## config.mk

```make
export PLATFORM = sky130hd
export DESIGN_NAME = ips_paged_slave
export DESIGN_NICKNAME = d
export VERILOG_FILES = /design/src/common/ips_pkg.sv /design/src/common/ips_line_if.sv /design/src/design/ips_line_sync.sv /design/src/design/ips_paged_slave.sv
export VERILOG_INCLUDE_DIRS = /design/src /design/src/common
export SDC_FILE = /design/constraint.sdc
export NUM_CORES = 1
export LEC_CHECK = 0
export BUFFER_PORTS_ARGS = -buffer_cell sky130_fd_sc_hd__buf_2
export CAP_MARGIN = 40
export CORE_MARGIN = 1
export CORE_UTILIZATION = 54
export CTS_BUF_LIST = sky130_fd_sc_hd__clkbuf_16
export DETAILED_ROUTE_END_ITERATION = 12
export GPL_ROUTABILITY_DRIVEN = 1
export PLACE_DENSITY = 0.81
export REMOVE_ABC_BUFFERS = 1
export SLEW_MARGIN = 20
export SYNTH_ARGS = -nofsm -noshare
export SYNTH_HDL_FRONTEND = slang
export SYNTH_SLANG_ARGS = --single-unit
export TNS_END_PERCENT = 20
```

## constraint.sdc

```tcl
create_clock -name clk_in -period 3.25 [get_ports clk_in]
set_clock_uncertainty 0.05 [all_clocks]
set_input_delay 0 -clock clk_in [delete_from_list [all_inputs] [get_ports clk_in]]
set_output_delay 0 -clock clk_in [all_outputs]
set_load 0.05 [all_outputs]
```

## src/common/ips_consts.svh

```systemverilog
// Function
// sda changes only while scl low
// write is address, register, then data
// select high answers 0x20, 0x22, 0x25
// select low answers 0x40, 0x42, 0x45
// read opens with write-direction address, register
// register byte is 8-bit page address
// repeated start turns transaction into read
// master resends page address with read bit
// read data driven after address acknowledge
// eeprom page bit 7 selects cache
// control page 0x30 holds dac code
// commands accepted only while hold bit 0
// commands decoded only from page 0, 0x09
// command 0x00 captures pressure adc sample
// command 0x02 captures temperature adc sample
// command 0x04 returns compensated output sample
// command 0x06 loads diagnostic status
// response msb at 0x05, lsb at 0x04
// command 0x70 reloads lower 16 result bits
// config access needs select and hold set
// select pin steady during a transaction
// ignore transactions to foreign addresses
// acknowledge matched address, register, data bytes
`ifndef IPS_CONSTS_SVH
`define IPS_CONSTS_SVH

// slave addresses, select pin high and low
`define IPS_ADDR_P0_HI   7'h20
`define IPS_ADDR_P2_HI   7'h22
`define IPS_ADDR_P5_HI   7'h25
`define IPS_ADDR_P0_LO   7'h40
`define IPS_ADDR_P2_LO   7'h42
`define IPS_ADDR_P5_LO   7'h45

// page indices
`define IPS_PAGE_DATA    8'h00
`define IPS_PAGE_CTRL    8'h02
`define IPS_PAGE_EE      8'h05

// register offsets
`define IPS_REG_CMD      8'h09
`define IPS_REG_RESP_LO  8'h04
`define IPS_REG_RESP_HI  8'h05
`define IPS_REG_DAC      8'h30
`define IPS_EE_CACHE_BIT 7

// runtime command codes
`define IPS_CMD_PRESSURE_ADC     8'h00
`define IPS_CMD_TEMP_ADC     8'h02
`define IPS_CMD_COMP     8'h04
`define IPS_CMD_DIAG     8'h06
`define IPS_CMD_TRAIL    8'h70

// counts and reset values
`define IPS_BYTE_BITS    4'h8
`define IPS_RST_BYTE     8'h00
`define IPS_RST_WORD     16'h0000
`define IPS_RST_SAMPLE   24'h000000

`endif

```

## src/common/ips_pkg.sv

```systemverilog
package ips_pkg;

  // transaction state, one-hot
  typedef enum logic [10:0] {
    IPS_IDLE      = 11'h001,
    IPS_ADDR      = 11'h002,
    IPS_ADDR_ACK  = 11'h004,
    IPS_REG       = 11'h008,
    IPS_REG_ACK   = 11'h010,
    IPS_WDATA     = 11'h020,
    IPS_WDATA_ACK = 11'h040,
    IPS_RDATA     = 11'h080,
    IPS_RACK      = 11'h100,
    IPS_RNEXT     = 11'h200,
    IPS_IGNORE    = 11'h400
  } ips_state_type;

endpackage

```

## src/common/ips_line_if.sv

```systemverilog
`timescale 1ns/1ps
interface ips_line_if;
  logic rise;
  logic fall;
  logic start;
  logic stop;
  logic sda;

  modport src (output rise, output fall, output start, output stop, output sda);
  modport dst (input rise, input fall, input start, input stop, input sda);
endinterface

```

## src/design/ips_line_sync.sv

```systemverilog
`timescale 1ns/1ps
`include "ips_consts.svh"
module ips_line_sync (
  input  wire logic clk_in,
  input  wire logic nrst_in,
  input  wire logic scl_in,
  input  wire logic sda_in,
  ips_line_if.src   ln
);
  logic scl_q1;
  logic scl_q2;
  logic scl_q3;
  logic sda_q1;
  logic sda_q2;
  logic sda_q3;

  // two-stage synchronisers; third stage only for edge finding
  always_ff @(posedge clk_in or negedge nrst_in) begin
    if (!nrst_in) begin
      scl_q1 <= 1'b1;
      scl_q2 <= 1'b1;
      scl_q3 <= 1'b1;
      sda_q1 <= 1'b1;
      sda_q2 <= 1'b1;
      sda_q3 <= 1'b1;
    end else begin
      scl_q1 <= scl_in;
      scl_q2 <= scl_q1;
      scl_q3 <= scl_q2;
      sda_q1 <= sda_in;
      sda_q2 <= sda_q1;
      sda_q3 <= sda_q2;
    end
  end

  // both lines share the same delay, so data edges keep their order to scl
  assign ln.rise  = scl_q2 & ~scl_q3;
  assign ln.fall  = ~scl_q2 & scl_q3;
  assign ln.start = scl_q2 & scl_q3 & sda_q3 & ~sda_q2;
  assign ln.stop  = scl_q2 & scl_q3 & ~sda_q3 & sda_q2;
  assign ln.sda   = sda_q2;
endmodule

```

## src/design/ips_paged_slave.sv

```systemverilog
`timescale 1ns/1ps
`include "ips_consts.svh"
module ips_paged_slave #(
  parameter int SAMPLE_W = 24,
  parameter int DIAG_W   = 16
) (
  input  wire logic                clk_in,
  input  wire logic                nrst_in,
  input  wire logic                scl_in,
  input  wire logic                sda_in,
  output logic                     sda_out,
  output logic                     sda_oe_out,
  input  wire logic                addr_select_pin_in,
  input  wire logic                interface_select_in,
  input  wire logic                comp_hold_in,
  input  wire logic                wide_sample_en_in,
  input  wire logic [SAMPLE_W-1:0] pressure_adc_in,
  input  wire logic [SAMPLE_W-1:0] temp_adc_in,
  input  wire logic [SAMPLE_W-1:0] comp_output_in,
  input  wire logic [DIAG_W-1:0]   diag_status_in,
  input  wire logic [7:0]          reg_rdata_in,
  output logic                     reg_wr_out,
  output logic                     reg_rd_out,
  output logic [7:0]               reg_page_out,
  output logic [7:0]               reg_addr_out,
  output logic [7:0]               reg_wdata_out,
  output logic                     ee_cache_sel_out,
  output logic [7:0]               dac_code_part_out,
  output logic [15:0]              response_out
);
  ips_line_if ln ();

  ips_pkg::ips_state_type st;
  logic                   sel_q1;
  logic                   sel_q2;
  logic [3:0]             cnt;
  logic [7:0]             shreg;
  logic [7:0]             tx;
  logic                   oe;
  logic                   rw;
  logic                   mack;
  logic [7:0]             page;
  logic [7:0]             reg_addr;
  logic                   cmd_go;
  logic [7:0]             cmd_code;
  logic                   wr_go;
  logic                   rd_go;
  logic [7:0]             wdata;
  logic [7:0]             dac_code;
  logic [15:0]            resp;
  logic [23:0]            result;
  logic                   cfg_ok;
  logic [7:0]             rd_byte;
  logic [8:0]             hit_page;

  ips_line_sync u_sync (
    .clk_in  (clk_in),
    .nrst_in (nrst_in),
    .scl_in  (scl_in),
    .sda_in  (sda_in),
    .ln      (ln)
  );

  // page lookup: {hit, page index} for a 7-bit address
  function automatic logic [8:0] page_of(input logic [6:0] a, input logic sel);
    logic [8:0] r;
    r = {1'b0, `IPS_PAGE_DATA};
    if (sel) begin
      if (a == `IPS_ADDR_P0_HI) r = {1'b1, `IPS_PAGE_DATA};
      if (a == `IPS_ADDR_P2_HI) r = {1'b1, `IPS_PAGE_CTRL};
      if (a == `IPS_ADDR_P5_HI) r = {1'b1, `IPS_PAGE_EE};
    end else begin
      if (a == `IPS_ADDR_P0_LO) r = {1'b1, `IPS_PAGE_DATA};
      if (a == `IPS_ADDR_P2_LO) r = {1'b1, `IPS_PAGE_CTRL};
      if (a == `IPS_ADDR_P5_LO) r = {1'b1, `IPS_PAGE_EE};
    end
    return r;
  endfunction

  // response word from a 24-bit sample: top byte first, rest via trail command
  function automatic logic [15:0] top_word(input logic [23:0] s);
    return {`IPS_RST_BYTE, s[23:16]};
  endfunction

  // select pin comes from a pin, so synchronise it
  always_ff @(posedge clk_in or negedge nrst_in) begin
    if (!nrst_in) begin
      sel_q1 <= 1'b0;
      sel_q2 <= 1'b0;
    end else begin
      sel_q1 <= addr_select_pin_in;
      sel_q2 <= sel_q1;
    end
  end

  assign cfg_ok   = interface_select_in & comp_hold_in;
  assign hit_page = page_of(shreg[7:1], sel_q2);

  // byte served on a read; response always visible, config gated
  always_comb begin
    rd_byte = `IPS_RST_BYTE;
    if (page == `IPS_PAGE_DATA && reg_addr == `IPS_REG_RESP_LO) begin
      rd_byte = resp[7:0];
    end else if (page == `IPS_PAGE_DATA && reg_addr == `IPS_REG_RESP_HI) begin
      rd_byte = resp[15:8];
    end else if (!cfg_ok) begin
      rd_byte = `IPS_RST_BYTE;
    end else if (page == `IPS_PAGE_CTRL && reg_addr == `IPS_REG_DAC) begin
      rd_byte = dac_code;
    end else begin
      rd_byte = reg_rdata_in;
    end
  end

  // transaction sequencer; start and stop override any state
  always_ff @(posedge clk_in or negedge nrst_in) begin
    if (!nrst_in) begin
      st       <= ips_pkg::IPS_IDLE;
      cnt      <= 4'h0;
      shreg    <= `IPS_RST_BYTE;
      tx       <= `IPS_RST_BYTE;
      oe       <= 1'b0;
      rw       <= 1'b0;
      mack     <= 1'b0;
      page     <= `IPS_PAGE_DATA;
      reg_addr <= `IPS_RST_BYTE;
      cmd_go   <= 1'b0;
      cmd_code <= `IPS_RST_BYTE;
      wr_go    <= 1'b0;
      rd_go    <= 1'b0;
      wdata    <= `IPS_RST_BYTE;
    end else begin
      cmd_go <= 1'b0;
      wr_go  <= 1'b0;
      rd_go  <= 1'b0;
      if (ln.stop) begin
        st <= ips_pkg::IPS_IDLE;
        oe <= 1'b0;
      end else if (ln.start) begin
        // a repeated start after the register byte leads into a read
        st  <= ips_pkg::IPS_ADDR;
        cnt <= 4'h0;
        oe  <= 1'b0;
      end else begin
        unique case (st)
          ips_pkg::IPS_IDLE, ips_pkg::IPS_IGNORE: begin
            oe <= 1'b0;
          end
          ips_pkg::IPS_ADDR, ips_pkg::IPS_REG, ips_pkg::IPS_WDATA: begin
            if (ln.rise) begin
              shreg <= {shreg[6:0], ln.sda};
              cnt   <= cnt + 4'h1;
            end else if (ln.fall && cnt == `IPS_BYTE_BITS) begin
              cnt <= 4'h0;
              if (st == ips_pkg::IPS_ADDR) begin
                if (hit_page[8]) begin
                  page <= hit_page[7:0];
                  rw   <= shreg[0];
                  rd_go <= shreg[0];
                  oe   <= 1'b1;
                  st   <= ips_pkg::IPS_ADDR_ACK;
                end else begin
                  st <= ips_pkg::IPS_IGNORE;
                end
              end else if (st == ips_pkg::IPS_REG) begin
                reg_addr <= shreg;
                oe       <= 1'b1;
                st       <= ips_pkg::IPS_REG_ACK;
              end else begin
                oe <= 1'b1;
                st <= ips_pkg::IPS_WDATA_ACK;
                if (page == `IPS_PAGE_DATA && reg_addr == `IPS_REG_CMD) begin
                  // commands only run while compensation is live
                  cmd_go   <= ~comp_hold_in;
                  cmd_code <= shreg;
                end else if (cfg_ok) begin
                  wr_go <= 1'b1;
                  wdata <= shreg;
                end
              end
            end
          end
          ips_pkg::IPS_ADDR_ACK: begin
            if (ln.fall) begin
              if (rw) begin
                // first data bit goes out on the fall that ends the ack
                tx  <= rd_byte;
                oe  <= ~rd_byte[7];
                cnt <= 4'h0;
                st  <= ips_pkg::IPS_RDATA;
              end else begin
                oe <= 1'b0;
                st <= ips_pkg::IPS_REG;
              end
            end
          end
          ips_pkg::IPS_REG_ACK: begin
            if (ln.fall) begin
              oe <= 1'b0;
              st <= ips_pkg::IPS_WDATA;
            end
          end
          ips_pkg::IPS_WDATA_ACK: begin
            // only one data byte per write; the rest is ignored
            if (ln.fall) begin
              oe <= 1'b0;
              st <= ips_pkg::IPS_IGNORE;
            end
          end
          ips_pkg::IPS_RDATA: begin
            if (ln.rise) begin
              cnt <= cnt + 4'h1;
            end else if (ln.fall) begin
              if (cnt == `IPS_BYTE_BITS) begin
                oe <= 1'b0;
                st <= ips_pkg::IPS_RACK;
              end else begin
                tx <= {tx[6:0], 1'b0};
                oe <= ~tx[6];
              end
            end
          end
          ips_pkg::IPS_RACK: begin
            if (ln.rise) begin
              mack <= ~ln.sda;
            end else if (ln.fall) begin
              if (mack) begin
                reg_addr <= reg_addr + 8'h01;
                rd_go    <= 1'b1;
                st       <= ips_pkg::IPS_RNEXT;
              end else begin
                st <= ips_pkg::IPS_IGNORE;
              end
            end
          end
          ips_pkg::IPS_RNEXT: begin
            // one cycle lets the incremented address reach the read mux
            tx  <= rd_byte;
            oe  <= ~rd_byte[7];
            cnt <= 4'h0;
            st  <= ips_pkg::IPS_RDATA;
          end
          default: begin
            st <= ips_pkg::IPS_IDLE;
            oe <= 1'b0;
          end
        endcase
      end
    end
  end

  // dac code register on the control page
  always_ff @(posedge clk_in or negedge nrst_in) begin
    if (!nrst_in) begin
      dac_code <= `IPS_RST_BYTE;
    end else if (wr_go && page == `IPS_PAGE_CTRL && reg_addr == `IPS_REG_DAC) begin
      dac_code <= wdata;
    end
  end

  // runtime command execution; unknown codes leave the response alone
  always_ff @(posedge clk_in or negedge nrst_in) begin
    if (!nrst_in) begin
      resp   <= `IPS_RST_WORD;
      result <= `IPS_RST_SAMPLE;
    end else if (cmd_go) begin
      case (cmd_code)
        `IPS_CMD_PRESSURE_ADC: begin
          result <= 24'(pressure_adc_in);
          resp   <= top_word(24'(pressure_adc_in));
        end
        `IPS_CMD_TEMP_ADC: begin
          result <= 24'(temp_adc_in);
          resp   <= top_word(24'(temp_adc_in));
        end
        `IPS_CMD_COMP: begin
          // narrow mode answers the whole word at once
          if (wide_sample_en_in) begin
            result <= 24'(comp_output_in);
            resp   <= top_word(24'(comp_output_in));
          end else begin
            result <= {`IPS_RST_BYTE, comp_output_in[15:0]};
            resp   <= comp_output_in[15:0];
          end
        end
        `IPS_CMD_DIAG: begin
          result <= 24'(diag_status_in);
          resp   <= 16'(diag_status_in);
        end
        `IPS_CMD_TRAIL: begin
          resp <= result[15:0];
        end
        default: begin
          resp <= resp;
        end
      endcase
    end
  end

  // open drain: only ever pulls low
  assign sda_out           = 1'b0;
  assign sda_oe_out        = oe;
  assign reg_wr_out        = wr_go;
  assign reg_rd_out        = rd_go;
  assign reg_page_out      = page;
  assign reg_addr_out      = reg_addr;
  assign reg_wdata_out     = wdata;
  assign ee_cache_sel_out  = (page == `IPS_PAGE_EE) & reg_addr[`IPS_EE_CACHE_BIT];
  assign dac_code_part_out = dac_code;
  assign response_out      = resp;
endmodule

```

==> results of run 1 <==
state kept, by name, summed over array words and instances (netlist names), 2 cells and up:
signal,count
reg_wdata_out,8
shreg,8
cmd_code,8
reg_page_out,2
tx,7
response_out,16
dac_code_part_out,8
st,11
cnt,4
result,16
reg_addr_out,8
cell usage in the layout (no fill, tap or decap), types with 6 or more instances in the layout:
| master | synthesis | final |
|---|---|---|
| buf_2 | 4 | 149 |
| dfrtp_1 | 103 | 103 |
| nand2_1 | 92 | 92 |
| o21ai_0 | 62 | 62 |
| dlygate4sd3_1 | 0 | 59 |
| mux2_2 | 44 | 44 |
| nor2_1 | 26 | 26 |
| a222oi_1 | 26 | 26 |
| a21oi_1 | 26 | 26 |
| buf_4 | 8 | 26 |
| mux2i_1 | 22 | 22 |
| inv_1 | 14 | 14 |
| nand3_1 | 13 | 13 |
| nor4_1 | 10 | 10 |
| nor3_1 | 10 | 10 |
| nand2b_1 | 9 | 9 |
| nand4_1 | 9 | 9 |
| clkbuf_16 | 0 | 9 |
| o211ai_1 | 8 | 8 |
| o221ai_1 | 7 | 7 |
| or4_1 | 7 | 7 |
| dfstp_2 | 7 | 7 |
| a22o_1 | 6 | 6 |
| conb_1 | 1 | 6 |
power by group through the flow:
stage / registers [mW] / clock network (mW) / logic [mW]
after floorplan: 1.55 / 0 / 0.290
after global placement: 1.54 / 0 / 0.530
after detailed placement: 1.54 / 0 / 0.541
after CTS: 1.51 / 1.11 / 0.587
after global routing: 1.52 / 1.16 / 0.657
final: 1.52 / 1.10 / 0.609
layout make-up:
cell class | count | share of cell area
repair buffers | 236 | 0.195
clock inverters | 7 | 0.00803
diodes | 1 | 0.000309
flip-flops and latches | 110 | 0.341
well taps | 140 | 0.0216
multi-input cells | 477 | 0.400
inverters | 14 | 0.00648
clock buffers | 9 | 0.0278
repair_timing:
action / CTS / global route
buffers inserted: 0 / 0
hold buffers: 58 / 1
hold endpoints to repair: 99 / 5
stage by stage:
step	area, um^2	power [mW]	util	hold WS, ns
after floorplan	6060	1.84	-	-0.346
after global routing	8100	3.34	0.731	0.0586
after global placement	7180	2.07	0.649	0.0554
after CTS	8070	3.21	0.728	0.00113
final	8110	3.22	0.732	-0.00194
after detailed placement	7190	2.08	0.649	0.0583
cells by family (layout without fill, tap and decap cells):
logic type	Yosys count	count (layout)	synth area share
AO/OA/AOI/OAI	176	176	0.200
XOR/XNOR	4	4	0.00560
adder cells (fa/ha/maj)	5	5	0.00999
buffers and inverters	62	266	0.0440
flip-flops	110	110	0.441
multiplexers	67	67	0.116
other	1	7	0.000599
AND/OR/NAND/NOR	219	219	0.182
path summary, 6_finish.rpt:
| path | endpoint | slack [ns] | cells past startpoint |
|---|---|---|---|
| max | result[8]$_DFFE_PN0P_ | 0.20 | 8 |
| min | response_out[6]$_DFFE_PN0P_ | -0.002 | 4 |
| max reg2reg | result[8]$_DFFE_PN0P_ | 0.20 | 8 |
| min reg2reg | sel_q2$_DFF_PN0_ | 0.31 | 0 |
| max in group asynchronous | dac_code_part_out[6]$_DFFE_PN0P_ | 2.14 | 4 |
| min in group asynchronous | st[1]$_DFFE_PN0P_ | 0.49 | 3 |
cells in the mapped netlist (5+ instances only):
master,count
nor4_1,10
nor3_1,10
dfrtp_1,103
nand2b_1,9
a21oi_1,26
nor2b_1,5
nor2_1,26
o211ai_1,8
clkbuf_1,33
or4_1,7
dfstp_2,7
nand3_1,13
nand2_1,92
buf_4,8
or3_1,5
o221ai_1,7
mux2i_1,22
inv_1,14
mux2_2,44
nand4_1,9
ha_1,5
o21ai_0,62
a22o_1,6
a222oi_1,26
a221oi_1,5
per-layer routing:
layer  track usage  share of wire  up-vias
met4         0.181          0.042        2
met2         0.580           0.48      382
met1         0.463           0.39     3059
met5             0        0.00064        -
li1              -              -     2822
met3        0.0652          0.082       78
critical path, delay by kind of cell (launching register included):
family	cells	cell delay (ns)
simple gates	2	0.64
flops	1	0.38
compound gates	3	0.74
buf+inv	3	1.10
==> impl_metrics.ini, run 1 <==
[pwr]
seq_power_share = 0.470
p_switching_mw = 0.983
p_per_area_nw_per_um2 = 398
internal_power_mw = 2.24
swShare = 0.305
leakage_nw = 3.85
power_frac_clock = 0.341
ir_drop_uv = 276
pwr-share-comb = 0.189

[clocking]
cts_resized = 0
clockBufferDepth = 2
h-tree-depth = 3
cts_num_sinks = 110
clockRootBuffer = clkbuf_16
numCtsBuffers = 9
clkTransAtPathRegs_ns = 0.08
clock_latency_ns = 0.36
cts_tree = done

[yosys]
synthDistinctLibCells = 73
syn_area_um2 = 6260
syn_area_per_cell_um2 = 9.72
synth_top_area_share = 0.412
synthTopCellsByArea = dfrtp_1 (41%), mux2_2 (7.9%), nand2_1 (5.5%)
ys_warn_count = 0
ys.flop_type = dfrtp_1
ys_ff_latch = 110
synth_edf_count = 0
postSynthCellCount = 644
synthArstFlopShare = 1.00
yosysSeqAreaShare = 0.441
synth_top_cell_by_area = dfrtp_1

[final_layout]
final_cells = 994
seqCellArea_um2 = 2760
final_nets = 957
syn_to_final_growth_pct = 29.5
multi_input_area_um2 = 3240
fill_cells = 766
final_layout_size_suffix_gt1_frac = 0.309

[worst_setup_path]
critPathCaptureType = register
critPathKind = reg -> reg
path_common_cell = buf_4
arrival_ns = 3.24
crit_path_start = cmd_code[3]$_DFFE_PN0P_
timing.rr.start = cmd_code[3]$_DFFE_PN0P_
crit_chain = or3_1, nor4_2, buf_4, o21ai_1, buf_4, a222oi_1, dlygate4sd3_1, o21ai_0
critPathMaxStageDelay_ns = 0.62
cp.required_ns = 3.44
start_kind = register
crit_slowest_cell = dlygate4sd3_1
cp_max_fo = 9

[sta]
hold-worst-slack_ns = -0.00194
fin_crit_ns = 3.05
min_period_over_period = 0.939
finalHoldViolations = 1
worst_pin_slew_ns = 0.854
fin_ws_ns = 0.199
tns_ns = 0
maxSlewViolCount = 0
rsz0062_at_grt = false
setup_violations = 0
fmax_ghz = 0.328
max_slew_margin = 0.428

[placed_design]
dp_cells = 917
dp_slack_ns = 0.279
place_hpwl_um = 13800
place_congestion = 0.927
numPortBuffers = 150

[detailed_routing]
first_pass_iters = 7
drt_wl_total_um = 20500
viasPerCell = 6.38
antenna_left = 0
wl_per_cell_um = 20.6
drtIter0Drc = 605
route.detailed.drc = 0
vias = 6343

[global_routing]
grt_start_max_net_pins = 69
grt_pass1_wl_um = 32100
antenna_found_initial = 2
gr-usage-all-layers = 0.359
grt_pass1_vias = 6193
grt.overflow.total = 0

[die]
rows = 38
die-area_um2 = 12000
start_util = 0.565
dieWidth_um = 110
coreArea_um2 = 11100
ios = 157
die_h_um = 110

[run]
maxCapViolations = 0

[hold_path]
hold_start = temp_adc_in[22]
hold_class = in -> reg

[outcome]
status = finished, violations left
violations = hold timing
(Power assumes the default switching activity.)
==> run 2: changes to the inputs <==
--- a/config.mk
+++ b/config.mk
@@ -15,6 +15,7 @@
 export GPL_ROUTABILITY_DRIVEN = 1
 export PLACE_DENSITY = 0.81
 export REMOVE_ABC_BUFFERS = 1
+export SETUP_SLACK_MARGIN = 0.3
 export SLEW_MARGIN = 20
 export SYNTH_ARGS = -nofsm -noshare
 export SYNTH_HDL_FRONTEND = slang
==> run 2 against run 1 <==
Effect of this change:
- the run still ends with hold timing left
- cell count is 0.50% higher
- final area is 0.77% higher
- first-iteration DRC count is 6.8% higher
- flip-flop and latch count unchanged
- critical endpoint unchanged
- via count fell by 0.25%
- sequential share of layout area is 0.26 points lower
- sequential power is essentially flat
- combinational power grew 5.3%
- largest cell class unchanged
==> impl_metrics.ini, run 2 (synthesized netlist as in run 1, its figures left out) <==
[pwr]
leakage_nw = 3.88
p_per_area_nw_per_um2 = 399
total_power_mw = 3.26
ir_drop_uv = 277

[outcome]
violations = hold timing
status = finished, violations left

[final_layout]
postLayoutCoreUtil = 0.737
fill_cells = 754
final_layout_size_suffix_gt1_frac = 0.316
multi_input_area_um2 = 3270
syn_to_final_growth_pct = 30.5
final_common_cell = buf_2
final_nets = 962
final_cells = 999
stdcell_area_um2 = 8170
seqCellArea_um2 = 2760
mostFrequentLayoutCells = buf_2 (149), dfrtp_1 (103), nand2_1 (92), o21ai_0 (62), dlygate4sd3_1 (59)

[worst_setup_path]
critPathCaptureType = register
critPathMaxStageDelay_ns = 0.64
crit_chain = or3_4, nor4_4, buf_4, o21ai_4, buf_4, a222oi_1, dlygate4sd3_1, o21ai_0
worst-path-buf-inv = 3
crit_end = result[8]$_DFFE_PN0P_
path_common_cell = buf_4
crit_path_start = cmd_code[3]$_DFFE_PN0P_
timing.rr.start = cmd_code[3]$_DFFE_PN0P_
critPathKind = reg -> reg
rr_worst_depth = 8
path_depth = 8
crit_slowest_cell = dlygate4sd3_1
ff2ff_setup_slack_ns = 0.38
start_kind = register
cp.required_ns = 3.44
r2r-end = result[8]$_DFFE_PN0P_
arrival_ns = 3.06
crit_family = buffers and inverters
cp_max_fo = 9

[detailed_routing]
wl_per_cell_um = 20.7
drt_wl_total_um = 20700
route.detailed.drc = 0
drtIter0Drc = 646
vias = 6327
first_pass_iters = 8
viasPerCell = 6.33
antenna_left = 0

[sta]
min_period_over_period = 0.883
finalHoldViolations = 1
worst_pin_slew_ns = 0.829
fmax_ghz = 0.348
fin_crit_ns = 2.87
fin_ws_ns = 0.379
hold-worst-slack_ns = -0.000367
rsz0062_at_grt = false
maxSlewViolCount = 0
tns_ns = 0
setup_violations = 0
max_slew_margin = 0.445

[clocking]
clkTransAtPathRegs_ns = 0.08
cts_num_sinks = 110
cts_tree = done
clockBufferDepth = 2
numCtsBuffers = 9
clock_latency_ns = 0.36
h-tree-depth = 3
clockRootBuffer = clkbuf_16

[die]
rows = 38
ios = 157
start_util = 0.565
die-area_um2 = 12000
dieWidth_um = 110
die_h_um = 110
coreArea_um2 = 11100

[global_routing]
gr-usage-all-layers = 0.359
grt_start_max_net_pins = 69
grt.overflow.total = 0
grt_pass1_wl_um = 32100
antenna_found_initial = 2
grt_pass1_vias = 6212

[placed_design]
numPortBuffers = 150
dp_slack_ns = 0.279
place_area_um2 = 7190
place_congestion = 0.927
dp_cells = 917
place_hpwl_um = 13800

[run]
maxCapViolations = 0

[hold_path]
hold_class = in -> reg
run 2: final cells by class:
class / instances / area share
clock inverters: 7 / 0.00797
inverters: 14 / 0.00643
well taps: 140 / 0.0214
flip-flops and latches: 110 / 0.338
multi-input cells: 477 / 0.400
clock buffers: 9 / 0.0276
diodes: 1 / 0.000306
repair buffers: 241 / 0.198
run 2: repair_timing:
item / 4_1_cts / 5_1_grt
hold buffers: 58 / 1
setup endpoints to repair: 5 / 22
buffers inserted: 2 / 3
pin swaps: 1 / 5
endpoints found under the hold margin: 99 / 5
gates resized for setup: 0 / 4
run 2: layer usage:
metal,part of all wire,track usage,vias to the layer above,wire length (um)
met5,0.00087,0,-,18
met4,0.041,0.187,2,845
met3,0.080,0.0652,79,1650
met2,0.49,0.578,391,10100
met1,0.39,0.463,3029,8080
li1,-,-,2826,-
run 2: how the worst min path moves through the flow:
stage | endpoint | start | cells past startpoint
4_1_cts | response_out[2]$_DFFE_PN0P_ | diag_status_in[2] | 4
3_3_place_gp | u_sync.scl_q1$_DFF_PN1_ | scl_in | 1
3_5_place_dp | u_sync.scl_q1$_DFF_PN1_ | scl_in | 1
5_1_grt | response_out[1]$_DFFE_PN0P_ | diag_status_in[1] | 4
2_1_floorplan | cmd_code[0]$_DFFE_PN0P_ | nrst_in | 0
6_report | response_out[6]$_DFFE_PN0P_ | temp_adc_in[22] | 4
run 2: power by group:
group          internal, mW  switching (mW)  total, mW
sequential             1.43          0.0873       1.52
clock                 0.540           0.559       1.10
combinational         0.294           0.347      0.641
total                  2.26           0.994       3.26
run 2: worst min-delay path: cells and delay by family:
family                 cells  cell delay [ns]
AO/OA/AOI/OAI              3             0.30
buffers and inverters      1             0.08
==> run 3: changes to the inputs <==
--- a/config.mk
+++ b/config.mk
@@ -15,7 +15,7 @@
 export GPL_ROUTABILITY_DRIVEN = 1
 export PLACE_DENSITY = 0.81
 export REMOVE_ABC_BUFFERS = 1
-export SETUP_SLACK_MARGIN = 0.3
+export SETUP_SLACK_MARGIN = 0.4
 export SLEW_MARGIN = 20
 export SYNTH_ARGS = -nofsm -noshare
 export SYNTH_HDL_FRONTEND = slang
==> run 3 against run 2 <==
Effect of this change:
- the flow now finishes without violations
- power up 0.12%
- worst setup slack improved by 0.12 ns
- final area down 0.28%
- global-route usage up 0.22 points
- worst hold slack better by 0.0038 ns
- first-iteration DRC count shrank 5.9%
- flip-flop and latch count unchanged
- die area is the same
- utilization decreased by 0.20 points
- critical endpoint is now st[10]$_DFFE_PN0P_
- largest cell class unchanged
- highest routed layer is now met4
==> impl_metrics.ini, run 3 (synthesized netlist as in run 1, its figures left out) <==
[outcome]
status = completed

[die]
ios = 157
die_h_um = 110
die-area_um2 = 12000
start_util = 0.565
coreArea_um2 = 11100
dieWidth_um = 110
rows = 38

[detailed_routing]
viasPerCell = 6.40
first_pass_iters = 8
wl_per_cell_um = 20.8
drt_wl_total_um = 20700
antenna_left = 0
vias = 6392
drtIter0Drc = 608
route.detailed.drc = 0

[final_layout]
final_common_cell = buf_2
syn_to_final_growth_pct = 30.1
multi_input_area_um2 = 3260
final_nets = 960
final_layout_size_suffix_gt1_frac = 0.315
mostFrequentLayoutCells = buf_2 (149), dfrtp_1 (101), nand2_1 (92), o21ai_0 (62), dlygate4sd3_1 (59)
fill_cells = 759
seqCellArea_um2 = 2760
stdcell_area_um2 = 8150

[pwr]
p_per_area_nw_per_um2 = 400
p_switching_mw = 0.994
leakage_nw = 3.86
ir_drop_uv = 278
internal_power_mw = 2.27
pwr-share-comb = 0.198
power_frac_clock = 0.337
seq_power_share = 0.465
swShare = 0.305

[sta]
tns_ns = 0
finalHoldViolations = 0
worst_pin_slew_ns = 0.801
setup_violations = 0
fin_crit_ns = 2.75
max_slew_margin = 0.463
fmax_ghz = 0.363
fin_ws_ns = 0.499
rsz0062_at_grt = true
min_period_over_period = 0.847
maxSlewViolCount = 0

[worst_setup_path]
cp.required_ns = 3.45
start_kind = register
critPathKind = reg -> reg
cp_max_fo = 9
ff2ff_setup_slack_ns = 0.50
r2r-end = st[10]$_DFFE_PN0P_
critPathCaptureType = register
arrival_ns = 2.95
rr_worst_depth = 7
timing.rr.start = st[6]$_DFFE_PN0P_

[clocking]
clock_latency_ns = 0.36
clockRootBuffer = clkbuf_16
clockBufferDepth = 2
clkTransAtPathRegs_ns = 0.08
cts_tree = done
cts_num_sinks = 110
h-tree-depth = 3
numCtsBuffers = 9

[global_routing]
grt_pass1_wl_um = 32400
antenna_found_initial = 2
grt_pass1_vias = 6317
grt.overflow.total = 0
gr-usage-all-layers = 0.361
grt_start_max_net_pins = 69

[hold_path]
min_to = response_out[6]$_DFFE_PN0P_
holdPathStages = 4
hold_start = temp_adc_in[22]
hold_class = in -> reg

[placed_design]
dp_slack_ns = 0.279
place_congestion = 0.927
place_area_um2 = 7190
place_hpwl_um = 13800
numPortBuffers = 150

[run]
maxCapViolations = 0
## run 3: cell count changes in the layout (fill, tap and decap cells not counted), sizes merged
cell   previous run  this run
buf             182       180
diode             1         2
## run 3: power groups by stage
stage	clock [mW]	combinational (mW)	sequential [mW]
after floorplan	0	0.290	1.55
after global placement	0	0.530	1.54
after detailed placement	0	0.541	1.54
after CTS	1.11	0.622	1.51
after global routing	1.16	0.692	1.52
final	1.10	0.645	1.52
## run 3: worst max-delay path by stage
stage                                   end                     from  cells after the start
3_3_place_gp              tx[5]$_DFFE_PN0P_        st[5]$_DFFE_PN0P_                      6
3_5_place_dp              tx[2]$_DFFE_PN0P_        st[5]$_DFFE_PN0P_                      6
2_1_floorplan   reg_addr_out[0]$_DFFE_PN0P_        st[2]$_DFFE_PN0P_                      6
4_1_cts                   st[0]$_DFFE_PN1P_        st[6]$_DFFE_PN0P_                      7
5_1_grt        response_out[13]$_DFFE_PN0P_  cmd_code[3]$_DFFE_PN0P_                      9
6_report                 st[10]$_DFFE_PN0P_        st[6]$_DFFE_PN0P_                      7
## run 3: worst max-delay path: stages, from the launching register on
cell      delay, ns
dfrtp_2        0.47
or4_4          0.56
or4b_4         0.53
o21a_1         0.17
o311ai_4       0.35
buf_4          0.22
mux2i_1        0.23
nor2_1         0.06
## run 3: layout make-up
class	count	area share
multi-input combinational	477	0.400
sequential	110	0.339
timing repair buffer	239	0.197
clock buffer	9	0.0276
tap	140	0.0215
clock inverter	7	0.00799
inverter	14	0.00645
antenna	2	0.000614
## run 3: metal layers
layer | wire length, um | track usage | vias up | part of all wire
met5 | 0 | 0 | - | 0
met4 | 992 | 0.215 | 0 | 0.048
met3 | 1810 | 0.0723 | 88 | 0.087
met2 | 10000 | 0.579 | 404 | 0.48
met1 | 7900 | 0.453 | 3069 | 0.38
li1 | - | - | 2831 | -
## run 3: per-stage QoR
step                      hold slack (ns)  total power, mW  utilization  cells
after floorplan                    -0.346             1.84            -    601
after global placement             0.0554             2.07        0.649    916
after detailed placement           0.0583             2.08        0.649    917
after CTS                         0.00113             3.24        0.731    994
after global routing               0.0446             3.37        0.735    997
final                             0.00346             3.26        0.735    998
## run 3: timing repair
action,CTS,global route
hold endpoints to repair,99,5
endpoints found under the setup margin,11,13
hold buffers,58,1
buffers inserted,3,0
resized for setup,1,3
pin swaps,2,1
